`config.mk`:
```
export PLATFORM = sky130hd
export DESIGN_NAME = lcg_top
export DESIGN_NICKNAME = d
export VERILOG_FILES = /design/src/hw/lcg_pkg.sv /design/src/hw/lcg_trim_if.sv /design/src/hw/lcg_div.sv /design/src/hw/lcg_trim.sv /design/src/hw/lcg_top.sv
export SDC_FILE = /design/constraint.sdc
export NUM_CORES = 1
export LEC_CHECK = 0
export BUFFER_PORTS_ARGS = -buffer_cell sky130_fd_sc_hd__buf_2
export CELL_PAD_IN_SITES_DETAIL_PLACEMENT = 1
export CELL_PAD_IN_SITES_GLOBAL_PLACEMENT = 2
export CORE_ASPECT_RATIO = 1.2
export CORE_MARGIN = 5
export CORE_UTILIZATION = 36
export DETAILED_ROUTE_END_ITERATION = 10
export PLACE_DENSITY = 0.85
export SLEW_MARGIN = 10
export SYNTH_ARGS = -nofsm -noshare
export SYNTH_HDL_FRONTEND = slang
export SYNTH_SLANG_ARGS = --single-unit
export TNS_END_PERCENT = 50
```
`constraint.sdc`:
```
create_clock -name clk -period 7.42 [get_ports clk]
set_input_delay 1.484 -clock clk [delete_from_list [all_inputs] [get_ports clk]]
set_output_delay 1.484 -clock clk [all_outputs]
set_load 0.05 [all_outputs]
```
`src/hw/lcg_pkg.sv`:
```
// Purpose: shared constants and types of the lite clock source generator
// Assumes: 20 MHz control clock, 32-bit register port
// Notes:   register offsets are byte addresses of aligned words
package lcg_pkg;
  // ----------------------------------------
  // register map
  // ----------------------------------------
  localparam logic [7:0] OFS_CTL_ONE  = 8'h00; // clkgen_control_one
  localparam logic [7:0] OFS_CTL_TWO  = 8'h04; // clkgen_control_two
  localparam logic [7:0] OFS_STATUS   = 8'h08; // clkgen_status, read only
  localparam logic [7:0] OFS_STAT_CTL = 8'h0c; // clkgen_status_control
  localparam logic [7:0] OFS_MISC     = 8'h10; // miscellaneous control
  localparam logic [7:0] OFS_USB_TRIM = 8'h14; // usb recovery control / trim
  localparam logic [7:0] OFS_IDENT    = 8'h18; // block identity
  // field positions
  localparam int CTL1_SRC_LSB   = 6;  // [7:6] source select
  localparam int CTL1_SLOW_EN   = 1;  // slow_osc_enable
  localparam int CTL1_STOP_KEEP = 0;  // ref_stop_keep_enable
  localparam int CTL2_RANGE_8M  = 0;  // 1 = 8 MHz, 0 = 2 MHz
  localparam int CTL2_EXT_LSB   = 4;  // [5:4] external range
  localparam int ST_MODE_LSB    = 2;  // [3:2] mode in effect
  localparam int ST_BUSY        = 4;  // switch in progress
  localparam int ST_EXT_OK      = 5;  // external clock present
  localparam int ST_REFUSED     = 6;  // sticky: request refused
  localparam int ST_FAST_RUN    = 7;  // fast oscillator running
  localparam int SC_REF_CLR     = 0;  // write 1 clears refused flag
  localparam int SC_DIV1_LSB    = 1;  // [3:1] first ref divider
  localparam int MISC_FAST_EN   = 7;  // fast_osc_enable
  localparam int MISC_DIV2_LSB  = 0;  // [2:0] ref_out_second_divider
  localparam int USB_REC_EN     = 0;  // usb clock recovery enable
  localparam int USB_TRIM_LSB   = 8;  // [15:8] fine trim readback
  // source select codes and reset values
  localparam logic [1:0] SRC_FAST  = 2'b00;
  localparam logic [1:0] SRC_SLOW  = 2'b01;
  localparam logic [1:0] SRC_EXT   = 2'b10;
  localparam logic [1:0] RST_SRC   = SRC_SLOW;
  localparam logic       RST_8M    = 1'b1;
  localparam logic [7:0] RST_TRIM  = 8'h80;
  localparam logic [31:0] IDENT_VALUE = 32'h0000_1c6e; // arbitrary value
  // ----------------------------------------
  // timing
  // ----------------------------------------
  localparam int CLK_PERIOD_NS  = 50;
  localparam int SETTLE_TIME_NS = 3000; // fast oscillator start, longest
  localparam int SETTLE_CYCLES  = (SETTLE_TIME_NS / CLK_PERIOD_NS) < 1 ? 1 :
                                  (SETTLE_TIME_NS / CLK_PERIOD_NS);
  // ----------------------------------------
  // types
  // ----------------------------------------
  typedef enum logic [1:0] {
    MODE_FAST  = 2'b00,
    MODE_SLOW8 = 2'b01,
    MODE_SLOW2 = 2'b11,
    MODE_EXT   = 2'b10
  } lcg_mode_t;
  typedef enum logic [1:0] {
    PWR_RUN, PWR_VERY_LOW_POWER_RUN, PWR_STOP, PWR_LEAK
  } lcg_pwr_t;
endpackage

```
`src/hw/lcg_trim_if.sv`:
```
// Purpose: carrier between control logic and the fine trim unit
// Assumes: single clock domain
// Notes:   inc/dec are one-cycle pulses from usb logic
`timescale 1ns/10ps
interface lcg_trim_if;
  logic       enable; // recovery active
  logic       inc;    // raise trim one step
  logic       dec;    // lower trim one step
  logic [7:0] trim;   // current fine trim
  modport ctl (output enable, output inc, output dec, input trim);
  modport trm (input enable, input inc, input dec, output trim);
endinterface

```
`src/hw/lcg_div.sv`:
```
// Purpose: power-of-two tick divider for the internal reference path
// Assumes: tick_in is a one-cycle pulse on clk
// Notes:   exponent 0 passes ticks through
`timescale 1ns/10ps
module lcg_div #(
  parameter int W = 3
) (
  input  wire logic         clk,
  input  wire logic         reset,
  input  wire logic         ce,
  input  wire logic         tick_in,
  input  wire logic [W-1:0] exp_sel,
  output logic              tick_out
);
  import lcg_pkg::*;
  localparam int CW = (1 << W);
  initial begin
    if (W < 1 || W > 4) $error("lcg_div: W out of range");
  end
  logic [CW-1:0] cnt_reg;  // running tick count
  logic [CW-1:0] cnt_next;
  logic          out_reg;
  logic          out_next;
  logic [CW-1:0] mask;     // low bits that must all be one
  // ----------------------------------------
  // next state
  // ----------------------------------------
  always_comb begin
    mask     = CW'((CW'(1) << exp_sel) - CW'(1));
    cnt_next = cnt_reg;
    out_next = 1'b0;
    if (tick_in) begin
      // wrap at the selected power of two
      if ((cnt_reg & mask) == mask) begin
        cnt_next = '0;
        out_next = 1'b1;
      end else begin
        cnt_next = cnt_reg + CW'(1);
      end
    end
  end
  always_ff @(posedge clk or posedge reset) begin
    if (reset) begin
      cnt_reg <= '0;
      out_reg <= 1'b0;
    end else if (ce) begin
      cnt_reg <= cnt_next;
      out_reg <= out_next;
    end
  end
  assign tick_out = out_reg;
endmodule

```
`src/hw/lcg_trim.sv`:
```
// Purpose: fine trim value of the fast oscillator under usb recovery
// Assumes: steps arrive from usb logic on clk
// Notes:   saturates at both ends, holds when recovery is off
`timescale 1ns/10ps
module lcg_trim (
  input  wire logic clk,
  input  wire logic reset,
  input  wire logic ce,
  lcg_trim_if.trm   tif
);
  import lcg_pkg::*;
  logic [7:0] trim_reg;  // fine trim
  logic [7:0] trim_next;
  // ----------------------------------------
  // step logic
  // ----------------------------------------
  always_comb begin
    trim_next = trim_reg;
    if (tif.enable && tif.inc && trim_reg != 8'hff) begin
      trim_next = trim_reg + 8'h01;
    end else if (tif.enable && tif.dec && trim_reg != 8'h00) begin
      trim_next = trim_reg - 8'h01;
    end
  end
  always_ff @(posedge clk or posedge reset) begin
    if (reset) begin
      trim_reg <= RST_TRIM;
    end else if (ce) begin
      trim_reg <= trim_next;
    end
  end
  assign tif.trim = trim_reg;
endmodule

```
`src/hw/lcg_top.sv`:
```
// Purpose: lite clock source generator control, four modes, no loops
// Assumes: power state and usb steps come from logic on clk
// Notes:   outputs steer the analog oscillators and the clock muxes
// Operation
// - four modes: fast 48M, slow 8M, slow 2M, external
// - reset brings up slow 8 MHz mode
// - no direct switch between 2M and 8M
// - very low power run blocks the range-change sequence
// - generator fully off in low-leakage stops
// - fast oscillator never runs in low power
// - slow oscillator usable in all non-leakage low power
// - source select field picks output clock
// - slow enable bit turns slow oscillator on
// - stop keep bit holds reference in stop
// - fast enable runs 48M oscillator when unselected
// - second divider only on reference output path
// - usb recovery steps fast oscillator fine trim
//
// Decided for this implementation: the register addresses and the plain strobed port.
`timescale 1ns/10ps
module lcg_top #(
  parameter int DIV_W = 3
) (
  input  wire logic              clk,
  input  wire logic              reset,
  input  wire logic              ce,
  input  wire logic [7:0]        addr,
  input  wire logic [31:0]       wdata,
  input  wire logic              wr,
  input  wire logic              rd,
  output logic [31:0]            rdata,
  input  wire lcg_pkg::lcg_pwr_t pwr_state,
  input  wire logic              ext_clk_ok,
  input  wire logic              slow_osc_tick,
  input  wire logic              usb_fs_device,
  input  wire logic              usb_trim_inc,
  input  wire logic              usb_trim_dec,
  output lcg_pkg::lcg_mode_t     active_mode,
  output logic                   fast_osc_on,
  output logic                   slow_osc_on,
  output logic                   slow_osc_8m,
  output logic                   ref_clk_tick,
  output logic                   generator_off,
  output logic [7:0]             fast_fine_trim
);
  import lcg_pkg::*;
  initial begin
    if (DIV_W < 1 || DIV_W > 3) $error("lcg_top: DIV_W out of range");
  end
  typedef enum logic {ST_RUN, ST_SETTLE} lcg_state_t;
  localparam int SCW = $clog2(SETTLE_CYCLES + 1);

  // ----------------------------------------
  // helpers
  // ----------------------------------------
  // mode requested by the select field and the slow range bit
  function automatic lcg_mode_t req_mode(input logic [1:0] src, input logic r8);
    unique case (src)
      SRC_FAST: req_mode = MODE_FAST;
      SRC_SLOW: req_mode = r8 ? MODE_SLOW8 : MODE_SLOW2;
      default:  req_mode = MODE_EXT;
    endcase
  endfunction
  function automatic logic is_slow(input lcg_mode_t m);
    is_slow = (m == MODE_SLOW8) || (m == MODE_SLOW2);
  endfunction

  // ----------------------------------------
  // pin synchroniser
  // ----------------------------------------
  logic ext_meta_reg;  // first stage, read only by second
  logic ext_sync_reg;  // safe copy of the external clock good pin
  always_ff @(posedge clk or posedge reset) begin
    if (reset) begin
      ext_meta_reg <= 1'b0;
      ext_sync_reg <= 1'b0;
    end else if (ce) begin
      ext_meta_reg <= ext_clk_ok;
      ext_sync_reg <= ext_meta_reg;
    end
  end

  // ----------------------------------------
  // registers
  // ----------------------------------------
  logic [1:0]       src_reg, src_next;             // source select
  logic             slow_en_reg, slow_en_next;     // slow_osc_enable
  logic             keep_reg, keep_next;           // ref_stop_keep_enable
  logic             r8_reg, r8_next;               // slow range 8 MHz
  logic [1:0]       erange_reg, erange_next;       // external range
  logic [DIV_W-1:0] div1_reg, div1_next;           // first ref divider
  logic [DIV_W-1:0] div2_reg, div2_next;           // ref_out_second_divider
  logic             fast_en_reg, fast_en_next;     // fast_osc_enable
  logic             usb_en_reg, usb_en_next;       // usb recovery request
  logic             refused_reg, refused_next;     // sticky refused flag
  logic [31:0]      rdata_reg, rdata_next;         // read data, one cycle late
  lcg_mode_t        mode_reg, mode_next;           // mode in effect
  lcg_mode_t        last_slow_reg, last_slow_next; // last slow range used
  lcg_state_t       st_reg, st_next;               // switch sequencer
  logic [SCW-1:0]   cnt_reg, cnt_next;             // settle counter
  logic             fast_on_reg, fast_on_next;
  logic             slow_on_reg, slow_on_next;
  logic             off_reg, off_next;
  logic             low_power;                     // any low-power state
  lcg_mode_t        want;                          // requested mode
  logic             refuse;                        // request not allowed
  logic [31:0]      st_word;                       // status read word
  lcg_trim_if       tif ();                        // carrier to the trim unit, read by the port logic

  assign low_power = (pwr_state != PWR_RUN);

  // ----------------------------------------
  // register writes and reads
  // ----------------------------------------
  always_comb begin
    src_next     = src_reg;
    slow_en_next = slow_en_reg;
    keep_next    = keep_reg;
    r8_next      = r8_reg;
    erange_next  = erange_reg;
    div1_next    = div1_reg;
    div2_next    = div2_reg;
    fast_en_next = fast_en_reg;
    usb_en_next  = usb_en_reg;
    rdata_next   = 32'h0000_0000;
    st_word      = 32'h0000_0000;
    st_word[ST_MODE_LSB +: 2] = mode_reg;
    st_word[ST_BUSY]          = (st_reg == ST_SETTLE);
    st_word[ST_EXT_OK]        = ext_sync_reg;
    st_word[ST_REFUSED]       = refused_reg;
    st_word[ST_FAST_RUN]      = fast_on_reg;
    if (wr) begin
      unique case (addr)
        OFS_CTL_ONE: begin
          src_next     = wdata[CTL1_SRC_LSB +: 2];
          slow_en_next = wdata[CTL1_SLOW_EN];
          keep_next    = wdata[CTL1_STOP_KEEP];
        end
        OFS_CTL_TWO: begin
          r8_next     = wdata[CTL2_RANGE_8M];
          erange_next = wdata[CTL2_EXT_LSB +: 2];
        end
        OFS_STAT_CTL: div1_next = wdata[SC_DIV1_LSB +: DIV_W];
        OFS_MISC: begin
          fast_en_next = wdata[MISC_FAST_EN];
          div2_next    = wdata[MISC_DIV2_LSB +: DIV_W];
        end
        OFS_USB_TRIM: usb_en_next = wdata[USB_REC_EN];
        default: ;                                  // unmapped: ignored
      endcase
    end
    if (rd) begin
      unique case (addr)
        OFS_CTL_ONE: begin
          rdata_next[CTL1_SRC_LSB +: 2] = src_reg;
          rdata_next[CTL1_SLOW_EN]      = slow_en_reg;
          rdata_next[CTL1_STOP_KEEP]    = keep_reg;
        end
        OFS_CTL_TWO: begin
          rdata_next[CTL2_RANGE_8M]     = r8_reg;
          rdata_next[CTL2_EXT_LSB +: 2] = erange_reg;
        end
        OFS_STATUS:   rdata_next = st_word;
        OFS_STAT_CTL: rdata_next[SC_DIV1_LSB +: DIV_W] = div1_reg;
        OFS_MISC: begin
          rdata_next[MISC_FAST_EN]           = fast_en_reg;
          rdata_next[MISC_DIV2_LSB +: DIV_W] = div2_reg;
        end
        OFS_USB_TRIM: begin
          rdata_next[USB_REC_EN]        = usb_en_reg;
          rdata_next[USB_TRIM_LSB +: 8] = tif.trim;
        end
        OFS_IDENT: rdata_next = IDENT_VALUE;
        default:   rdata_next = 32'h0000_0000;     // unmapped reads zero
      endcase
    end
  end

  always_ff @(posedge clk or posedge reset) begin
    if (reset) begin
      src_reg     <= RST_SRC;
      slow_en_reg <= 1'b0;
      keep_reg    <= 1'b0;
      r8_reg      <= RST_8M;
      erange_reg  <= 2'b00;
      div1_reg    <= '0;
      div2_reg    <= '0;
      fast_en_reg <= 1'b0;
      usb_en_reg  <= 1'b0;
      rdata_reg   <= 32'h0000_0000;
    end else if (ce) begin
      src_reg     <= src_next;
      slow_en_reg <= slow_en_next;
      keep_reg    <= keep_next;
      r8_reg      <= r8_next;
      erange_reg  <= erange_next;
      div1_reg    <= div1_next;
      div2_reg    <= div2_next;
      fast_en_reg <= fast_en_next;
      usb_en_reg  <= usb_en_next;
      rdata_reg   <= rdata_next;
    end
  end

  // ----------------------------------------
  // mode switch sequencer
  // ----------------------------------------
  // a refused request leaves the old mode running; software sees it
  // through the sticky flag and the mode field never moving
  always_comb begin
    want   = req_mode(src_reg, r8_reg);
    refuse = 1'b0;
    if (is_slow(want) && is_slow(mode_reg) && want != mode_reg) begin
      refuse = 1'b1;
    end
    if (pwr_state == PWR_VERY_LOW_POWER_RUN && is_slow(want) && want != last_slow_reg) begin
      refuse = 1'b1;
    end
    if (low_power && want == MODE_FAST) begin
      refuse = 1'b1;
    end
    if (want == MODE_EXT && !ext_sync_reg) begin
      refuse = 1'b1;
    end
    st_next        = st_reg;
    cnt_next       = cnt_reg;
    mode_next      = mode_reg;
    last_slow_next = last_slow_reg;
    refused_next   = refused_reg;
    // clear by write one; a new refusal in the same cycle wins
    if (wr && addr == OFS_STAT_CTL && wdata[SC_REF_CLR]) begin
      refused_next = 1'b0;
    end
    if (pwr_state != PWR_LEAK) begin
      unique case (st_reg)
        ST_RUN: begin
          if (want != mode_reg) begin
            if (refuse) begin
              refused_next = 1'b1;
            end else if (want == MODE_FAST && !fast_on_reg) begin
              st_next  = ST_SETTLE;                 // wait for start-up
              cnt_next = SCW'(SETTLE_CYCLES);
            end else begin
              mode_next = want;
            end
          end
        end
        ST_SETTLE: begin
          if (want != MODE_FAST || low_power) begin
            st_next = ST_RUN;                       // request withdrawn or low power entered
          end else if (cnt_reg == SCW'(1)) begin
            st_next   = ST_RUN;
            mode_next = MODE_FAST;
          end else begin
            cnt_next = cnt_reg - SCW'(1);
          end
        end
      endcase
    end
    if (is_slow(mode_next)) begin
      last_slow_next = mode_next;
    end
  end

  // ----------------------------------------
  // oscillator enables
  // ----------------------------------------
  always_comb begin
    off_next     = (pwr_state == PWR_LEAK);
    fast_on_next = 1'b0;
    slow_on_next = 1'b0;
    if (!off_next) begin
      // fast runs when selected, starting, or forced, but not in low power
      fast_on_next = !low_power &&
                     (fast_en_reg || mode_reg == MODE_FAST ||
                      st_reg == ST_SETTLE);
      // slow runs when it clocks the system or feeds the reference
      slow_on_next = is_slow(mode_reg) ||
                     (slow_en_reg && (pwr_state != PWR_STOP || keep_reg));
    end
  end

  always_ff @(posedge clk or posedge reset) begin
    if (reset) begin
      st_reg        <= ST_RUN;
      cnt_reg       <= '0;
      mode_reg      <= MODE_SLOW8;
      last_slow_reg <= MODE_SLOW8;
      refused_reg   <= 1'b0;
      fast_on_reg   <= 1'b0;
      slow_on_reg   <= 1'b1;
      off_reg       <= 1'b0;
    end else if (ce) begin
      st_reg        <= st_next;
      cnt_reg       <= cnt_next;
      mode_reg      <= mode_next;
      last_slow_reg <= last_slow_next;
      refused_reg   <= refused_next;
      fast_on_reg   <= fast_on_next;
      slow_on_reg   <= slow_on_next;
      off_reg       <= off_next;
    end
  end

  // ----------------------------------------
  // reference output dividers
  // ----------------------------------------
  // the main clock path never passes these dividers
  logic ref_gate;   // slow ticks allowed onto the reference path
  logic div1_tick;  // after first divider
  logic ref_tick;   // after second divider
  assign ref_gate = slow_on_reg && slow_en_reg && slow_osc_tick;
  lcg_div #(.W(DIV_W)) u_div1 (
    .clk      (clk),
    .reset    (reset),
    .ce       (ce),
    .tick_in  (ref_gate),
    .exp_sel  (div1_reg),
    .tick_out (div1_tick)
  );
  lcg_div #(.W(DIV_W)) u_div2 (
    .clk      (clk),
    .reset    (reset),
    .ce       (ce),
    .tick_in  (div1_tick),
    .exp_sel  (div2_reg),
    .tick_out (ref_tick)
  );

  // ----------------------------------------
  // usb clock recovery trim
  // ----------------------------------------
  // steps only count while the fast oscillator runs for a full speed device
  assign tif.enable = usb_en_reg && usb_fs_device && fast_on_reg;
  assign tif.inc    = usb_trim_inc;
  assign tif.dec    = usb_trim_dec;
  lcg_trim u_trim (
    .clk   (clk),
    .reset (reset),
    .ce    (ce),
    .tif   (tif)
  );

  // ----------------------------------------
  // outputs
  // ----------------------------------------
  logic [7:0] trim_out_reg;  // registered copy of the fine trim
  logic       tick_out_reg;  // registered reference tick
  logic       slow8_out_reg; // registered slow range, so the pin has no gate after the flop
  always_ff @(posedge clk or posedge reset) begin
    if (reset) begin
      trim_out_reg  <= RST_TRIM;
      tick_out_reg  <= 1'b0;
      slow8_out_reg <= RST_8M;
    end else if (ce) begin
      trim_out_reg  <= tif.trim;
      slow8_out_reg <= (last_slow_next == MODE_SLOW8);
      tick_out_reg <= ref_tick && !off_reg;
    end
  end
  assign rdata          = rdata_reg;
  assign active_mode    = mode_reg;
  assign fast_osc_on    = fast_on_reg;
  assign slow_osc_on    = slow_on_reg;
  assign slow_osc_8m    = slow8_out_reg;
  assign ref_clk_tick   = tick_out_reg;
  assign generator_off  = off_reg;
  assign fast_fine_trim = trim_out_reg;
endmodule

```
==> results of run 1 <==
==> stage by stage <==
stage	instance area, um^2	total power [mW]	utilization	hold WS, ns
global placement	4810	0.722	0.398	0.466
floorplan	4500	0.681	-	0.449
finish	5130	1.20	0.424	0.484
global route	5130	1.26	0.424	0.516
CTS	5130	1.22	0.424	0.493
detailed placement	4810	0.731	0.398	0.476
==> metal layers <==
metal / share of wire / up-vias
li1: - / 1689
met1: 0.46 / 1763
met2: 0.48 / 92
met3: 0.042 / 13
met4: 0.017 / 0
met5: 0 / -
==> cells in the final DEF, fill, tap and decap left out, types with 3 or more instances in the layout <==
cell / n
or3_1: 4
clkbuf_16: 9
nor3_1: 13
nand2_1: 50
o211ai_1: 3
o2bb2ai_1: 10
and3_1: 3
inv_1: 13
a22o_1: 6
o21ai_0: 32
mux2_2: 25
ha_1: 11
buf_2: 58
a21o_1: 8
nand3_1: 8
xnor2_1: 9
xor2_1: 8
a21oi_1: 21
dfrtp_1: 74
and2_1: 4
conb_1: 16
a221oi_1: 4
nor2_1: 33
nand4_1: 5
nor2b_1: 4
a31oi_1: 6
dfstp_2: 8
mux2i_1: 5
nand2b_1: 5
nor4_1: 4
==> final cells by class <==
| class | instances | area (um^2) |
|---|---|---|
| Timing Repair Buffer | 59 | 298 |
| Clock buffer | 9 | 225 |
| Sequential cell | 82 | 2060 |
| Inverter | 14 | 53.8 |
| Fill cell | 1407 | 6980 |
| Tap cell | 161 | 201 |
| Multi-Input combinational cell | 336 | 2200 |
| Clock inverter | 6 | 91.3 |
==> how the worst max path moves through the flow <==
| stage | startpoint | endpoint | slack (ns) | depth (start not counted) |
|---|---|---|---|---|
| detailed placement | usb_fs_device | u_trim.tif.trim[7]$_DFFE_PP1P_ | 3.60 | 11 |
| floorplan | reset | active_mode[1]$_DFFE_PP0P_ | 3.84 | 1 |
| finish | usb_fs_device | u_trim.tif.trim[7]$_DFFE_PP1P_ | 3.97 | 11 |
| global route | usb_fs_device | u_trim.tif.trim[7]$_DFFE_PP1P_ | 3.71 | 11 |
| global placement | usb_fs_device | u_trim.tif.trim[7]$_DFFE_PP1P_ | 3.70 | 11 |
| CTS | usb_fs_device | u_trim.tif.trim[7]$_DFFE_PP1P_ | 3.96 | 11 |
==> power groups by stage <==
stage	registers [mW]	logic [mW]	clock network, mW
6_report	0.519	0.202	0.483
5_1_grt	0.524	0.224	0.512
4_1_cts	0.519	0.205	0.496
3_5_place_dp	0.527	0.204	0
3_3_place_gp	0.525	0.197	0
2_1_floorplan	0.538	0.143	0
==> cells by family after synthesis <==
group / after synthesis / share of synthesized area
simple gates: 148 / 0.163
xor+xnor: 17 / 0.0335
other cells: 1 / 0.000844
flops: 82 / 0.464
buf+inv: 46 / 0.0532
compound gates: 113 / 0.175
fa+ha+maj: 12 / 0.0355
mux: 30 / 0.0746
==> run_results.csv, run 1 <==
group,metric,value,unit
global_route,busiest_layer,"met2",
clock_network,cts_tree,"done",
final_layout,drive_gt1_frac,0.237,
clock_network,clk_pin_slew,0.07,ns
critical_path,rr_startpoint,"u_trim.tif.trim[7]$_DFFE_PP1P_",
yosys,syn_avg_cell_area,9.89,um^2
yosys,synth-seq-cells,82,
routing,vias,3557,
final_layout,largest_register_ffs,16,
floorplan,pin_count,99,
yosys,synth_enable_flop_cells,0,
global_route,use_met3,0.0308,
timing,finClkSkew,0.00794,ns
timing,relSlewSlack,0.305,
pwr,ir_worst_vdd,127,uV
yosys,yosys-top-cells-area,"dfrtp_1 (42%), mux2_2 (6.3%), dfstp_2 (4.7%), nand2_1 (4.2%), o21ai_0 (3.6%)",
final_layout,antennaDiodeCount,0,
yosys,synth_area_leader_cell,"dfrtp_1",
yosys,yosysWarningCount,0,
critical_path,crit_path_start_kind,"input pin",
routing,drtIter0Drc,137,
final_layout,fin_nets,566,
timing,finalSetupViolCount,0,
place,routabilityCongestion,0.836,
yosys,ys_seq_area_frac,0.464,
floorplan,coreArea,12100,um^2
timing,slew_violations,0,
floorplan,die_w,111,um
worst_hold_path,min_from,"rdata[1]$_DFFE_PP0P_",
clock_network,clock_sinks,82,
yosys,synth_area,4440,um^2
critical_path,path_class,"input pin to register",
flow_run,max-cap-violations,0,
routing,viasPerCell,5.33,
critical_path,slowest_delay,0.42,ns
floorplan,die_y,132,um
timing,min_period_over_period,0.464,
pwr,clock_power_share,0.401,
timing,layout_setup_ws,3.97,ns
routing,finalWirelength,11.6,mm
worst_hold_path,hold_path_end,"rdata[1]$_DFFE_PP0P_",
clock_network,cts_inserted_buffers,9,
pwr,powerDensity,235,nW/um^2
timing,final_hold_viol_count,0,
global_route,gr-usage-all-layers,0.162,
clock_network,insertion_delay,0.34,ns
clock_network,cts_max_path_buffers,2,
global_route,grt.met2_usage,0.264,
clock_network,cts-resized-gates,0,
critical_path,worst_path_max_delay_cell,"ha_1",
yosys,yosysMostFrequentCell,"dfrtp_1",
global_route,grt_max_degree,83,
place,place_hpwl,8.53,mm
pwr,combPwrFrac,0.168,
place,pre_cts_ws,3.60,ns
place,dp.cells,652,
routing,ant_nets,0,
yosys,synth_cells,449,
critical_path,end_kind,"register",
pwr,swShare,0.301,
critical_path,crit_buf_inv,1,
place,portBuffers,58,
critical_path,arrival,3.71,ns
critical_path,crit_chain,"buf_2 -> and3_1 -> o211ai_1 -> ha_1 -> a21o_1 -> a211oi_1 -> o21ai_0 -> o211ai_1 -> xor2_1 -> nor2_1 -> xor2_1",
critical_path,critPathRequiredTime,7.68,ns
global_route,antenna_found_initial,0,
routing,avgRoutedWirePerCell,17.3,um
worst_hold_path,hold_class,"register to register",
critical_path,worstRegToRegCells,10,
floorplan,fp.dieArea,14700,um^2
timing,rsz0062_at_grt,"no",
yosys,synth_ff_type,"dfrtp_1",
global_route,grt_first_pass_wirelength,19.4,mm
yosys,yosysTopAreaCellShare,0.417,
outcome,status,"complete, no violations",
pwr,p_leak,2.40,nW
clock_network,post_cts_buffers,0,
clock_network,cts_max_level,3,
yosys,ys_types,66,
global_route,grt_overflow_total,0,
floorplan,core.rowCount,44,
clock_network,cts_hold_buf,0,
yosys,async_reset_ff_frac,1.00,
critical_path,r2r_slack,4.42,ns
routing,drc,0,
timing,post-route-min-period,3.45,ns
timing,clock.fmax,290,MHz
routing,dr.pass1.iters,4,
pwr,power_frac_seq,0.431,
critical_path,cp_top_family,"compound AO/OA/AOI/OAI gates",
timing,final.setup.tns,0,ns
global_route,use_met1,0.213,
worst_hold_path,whs_path_depth,1,
timing,tightestPinTransition,1.04,ns
global_route,first_global_vias,3742,
critical_path,rr_endpoint,"u_trim.tif.trim[7]$_DFFE_PP1P_",
yosys,ys_top_cells_by_count,"dfrtp_1 (74), nand2_1 (50), nor2_1 (33), o21ai_0 (32), mux2_2 (25)",
clock_network,cts-root-buf,"clkbuf_16",
final_layout,area_growth_syn_to_layout,15.5,%
pwr,power.internal,0.842,mW
pwr,switchingPower,0.362,mW
floorplan,start_util,0.367,
critical_path,cp_max_fo,9,
final_layout,finalNonFillerCells,667,
(Power assumes the default switching activity.)
==> run 2, diff against run 1 <==
CORE_UTILIZATION = 34   (was 36)
PLACE_DENSITY = 0.81   (was 0.85)
clock period = 3.4 ns   (was 7.42 ns; I/O delays follow)
==> run 2 against run 1 <==
Compared with the run above: worst hold slack worse by 0.080 ns; first-iteration DRC count rose by 36%; routed wire length rose by 4.3%; critical endpoint unchanged; largest cell class unchanged.
==> run_results.csv, run 2 (synthesis gave the netlist of run 1 again) <==
group,metric,value,unit
outcome,status,"complete, no violations",
routing,ant_nets,0,
critical_path,arrival,2.98,ns
routing,avgRoutedWirePerCell,17.7,um
timing,tightestPinTransition,0.708,ns
timing,rsz0062_at_grt,"no",
final_layout,final_area,5200,um^2
floorplan,fp.dieArea,15500,um^2
routing,drc,0,
global_route,use_met1,0.202,
critical_path,end_kind,"register",
clock_network,cts_inserted_buffers,9,
final_layout,antennaDiodeCount,0,
pwr,ir_worst_vdd,249,uV
floorplan,die_w,114,um
final_layout,largest_register_ffs,16,
routing,dr.pass1.iters,5,
final_layout,final_cell_mix,"dfrtp_1 (74), buf_2 (58), nand2_1 (50)",
timing,min_period_over_period,0.800,
critical_path,cp_max_fo,6,
routing,viasPerCell,5.26,
global_route,grt_max_degree,37,
place,portBuffers,58,
place,place_hpwl,9.19,mm
global_route,antenna_found_initial,0,
routing,finalWirelength,12.1,mm
global_route,grt.met2_usage,0.281,
pwr,power,2.61,mW
global_route,busiest_layer,"met2",
clock_network,cts-resized-gates,0,
routing,vias,3584,
timing,clock.fmax,368,MHz
timing,relSlewSlack,0.525,
floorplan,start_util,0.349,
final_layout,final_common_cell,"dfrtp_1",
global_route,grt_first_pass_wirelength,20.1,mm
critical_path,critPathRequiredTime,3.66,ns
global_route,grt_overflow_total,0,
place,placedInstanceArea,4890,um^2
place,routabilityCongestion,0.835,
floorplan,coreArea,12700,um^2
final_layout,fin_nets,576,
floorplan,core.rowCount,45,
pwr,p_leak,2.45,nW
global_route,first_global_vias,3902,
clock_network,cts_max_path_buffers,2,
timing,final_hold_viol_count,0,
clock_network,cts-root-buf,"clkbuf_16",
clock_network,cts_hold_buf,0,
global_route,gr-usage-all-layers,0.162,
final_layout,utilization,0.409,
final_layout,area_growth_syn_to_layout,17.2,%
timing,finClkSkew,0.00734,ns
timing,hold_ws,0.405,ns
routing,drtIter0Drc,186,
final_layout,drive_gt1_frac,0.253,
clock_network,insertion_delay,0.34,ns
clock_network,clock_sinks,82,
global_route,use_met3,0.0313,
clock_network,post_cts_buffers,0,
clock_network,clk_pin_slew,0.07,ns
critical_path,crit_path_start_kind,"register",
floorplan,die_y,135,um
clock_network,cts_max_level,3,
worst_hold_path,hold_class,"input pin to asynchronous set/reset pin",
timing,final.setup.tns,0,ns
timing,finalSetupViolCount,0,
flow_run,max-cap-violations,0,
pwr,powerDensity,502,nW/um^2
floorplan,pin_count,99,
clock_network,cts_tree,"done",
critical_path,path_class,"register to register",
timing,slew_violations,0,
timing,post-route-min-period,2.72,ns
-- run 2: worst paths after layout --
| kind | start | to | slack, ns | cells after the start |
|---|---|---|---|---|
| hold / removal | reset | u_div2.cnt_reg[5]$_DFFE_PP0P_ | 0.40 | 2 |
| setup reg to reg | u_trim.tif.trim[7]$_DFFE_PP1P_ | u_trim.tif.trim[7]$_DFFE_PP1P_ | 0.68 | 10 |
| hold reg to reg | rdata[2]$_DFFE_PP0P_ | rdata[2]$_DFFE_PP0P_ | 0.47 | 1 |
| setup / recovery | u_trim.tif.trim[7]$_DFFE_PP1P_ | u_trim.tif.trim[7]$_DFFE_PP1P_ | 0.68 | 10 |
| max in group asynchronous | reset | r8_reg$_DFFE_PP1P_ | 2.17 | 3 |
| min in group clk | rdata[2]$_DFFE_PP0P_ | rdata[2]$_DFFE_PP0P_ | 0.47 | 1 |
-- run 2: metal layers --
metal  routed length (um)  vias up  share of wire
met2                 6140       65           0.51
met1                 5300     1789           0.44
met3                  389       17          0.032
met5                    0        -              0
li1                     -     1713              -
met4                  216        0          0.018
-- run 2: power breakdown --
part	internal (mW)	switching [mW]	leakage, nW
sequential	1.05	0.0854	1.07
clock	0.600	0.434	0.155
combinational	0.151	0.298	1.23
total	1.80	0.817	2.45
-- run 2: critical path, cell delays in order, from the launching register on --
cell	delay (ns)
dfstp_2	0.57
nand4_1	0.11
o211ai_1	0.51
ha_1	0.34
a21o_1	0.20
a211oi_1	0.28
o21ai_0	0.13
o211ai_1	0.12
xor2_1	0.16
nor2_1	0.06
xor2_1	0.16
-- run 2: through the flow --
step                worst slack, ns  instances
CTS                           0.665        681
floorplan                     0.625        464
finish                        0.680        681
global route                  0.489        681
global placement              0.583        665
detailed placement            0.566        665
-- run 2: layout make-up --
class | instances | area [um^2]
repair buffers | 69 | 373
clock buffers | 10 | 239
well taps | 164 | 205
multi-input cells | 336 | 2200
inverters | 14 | 53.8
fillers | 1493 | 7520
flip-flops and latches | 82 | 2060
clock inverters | 6 | 72.6
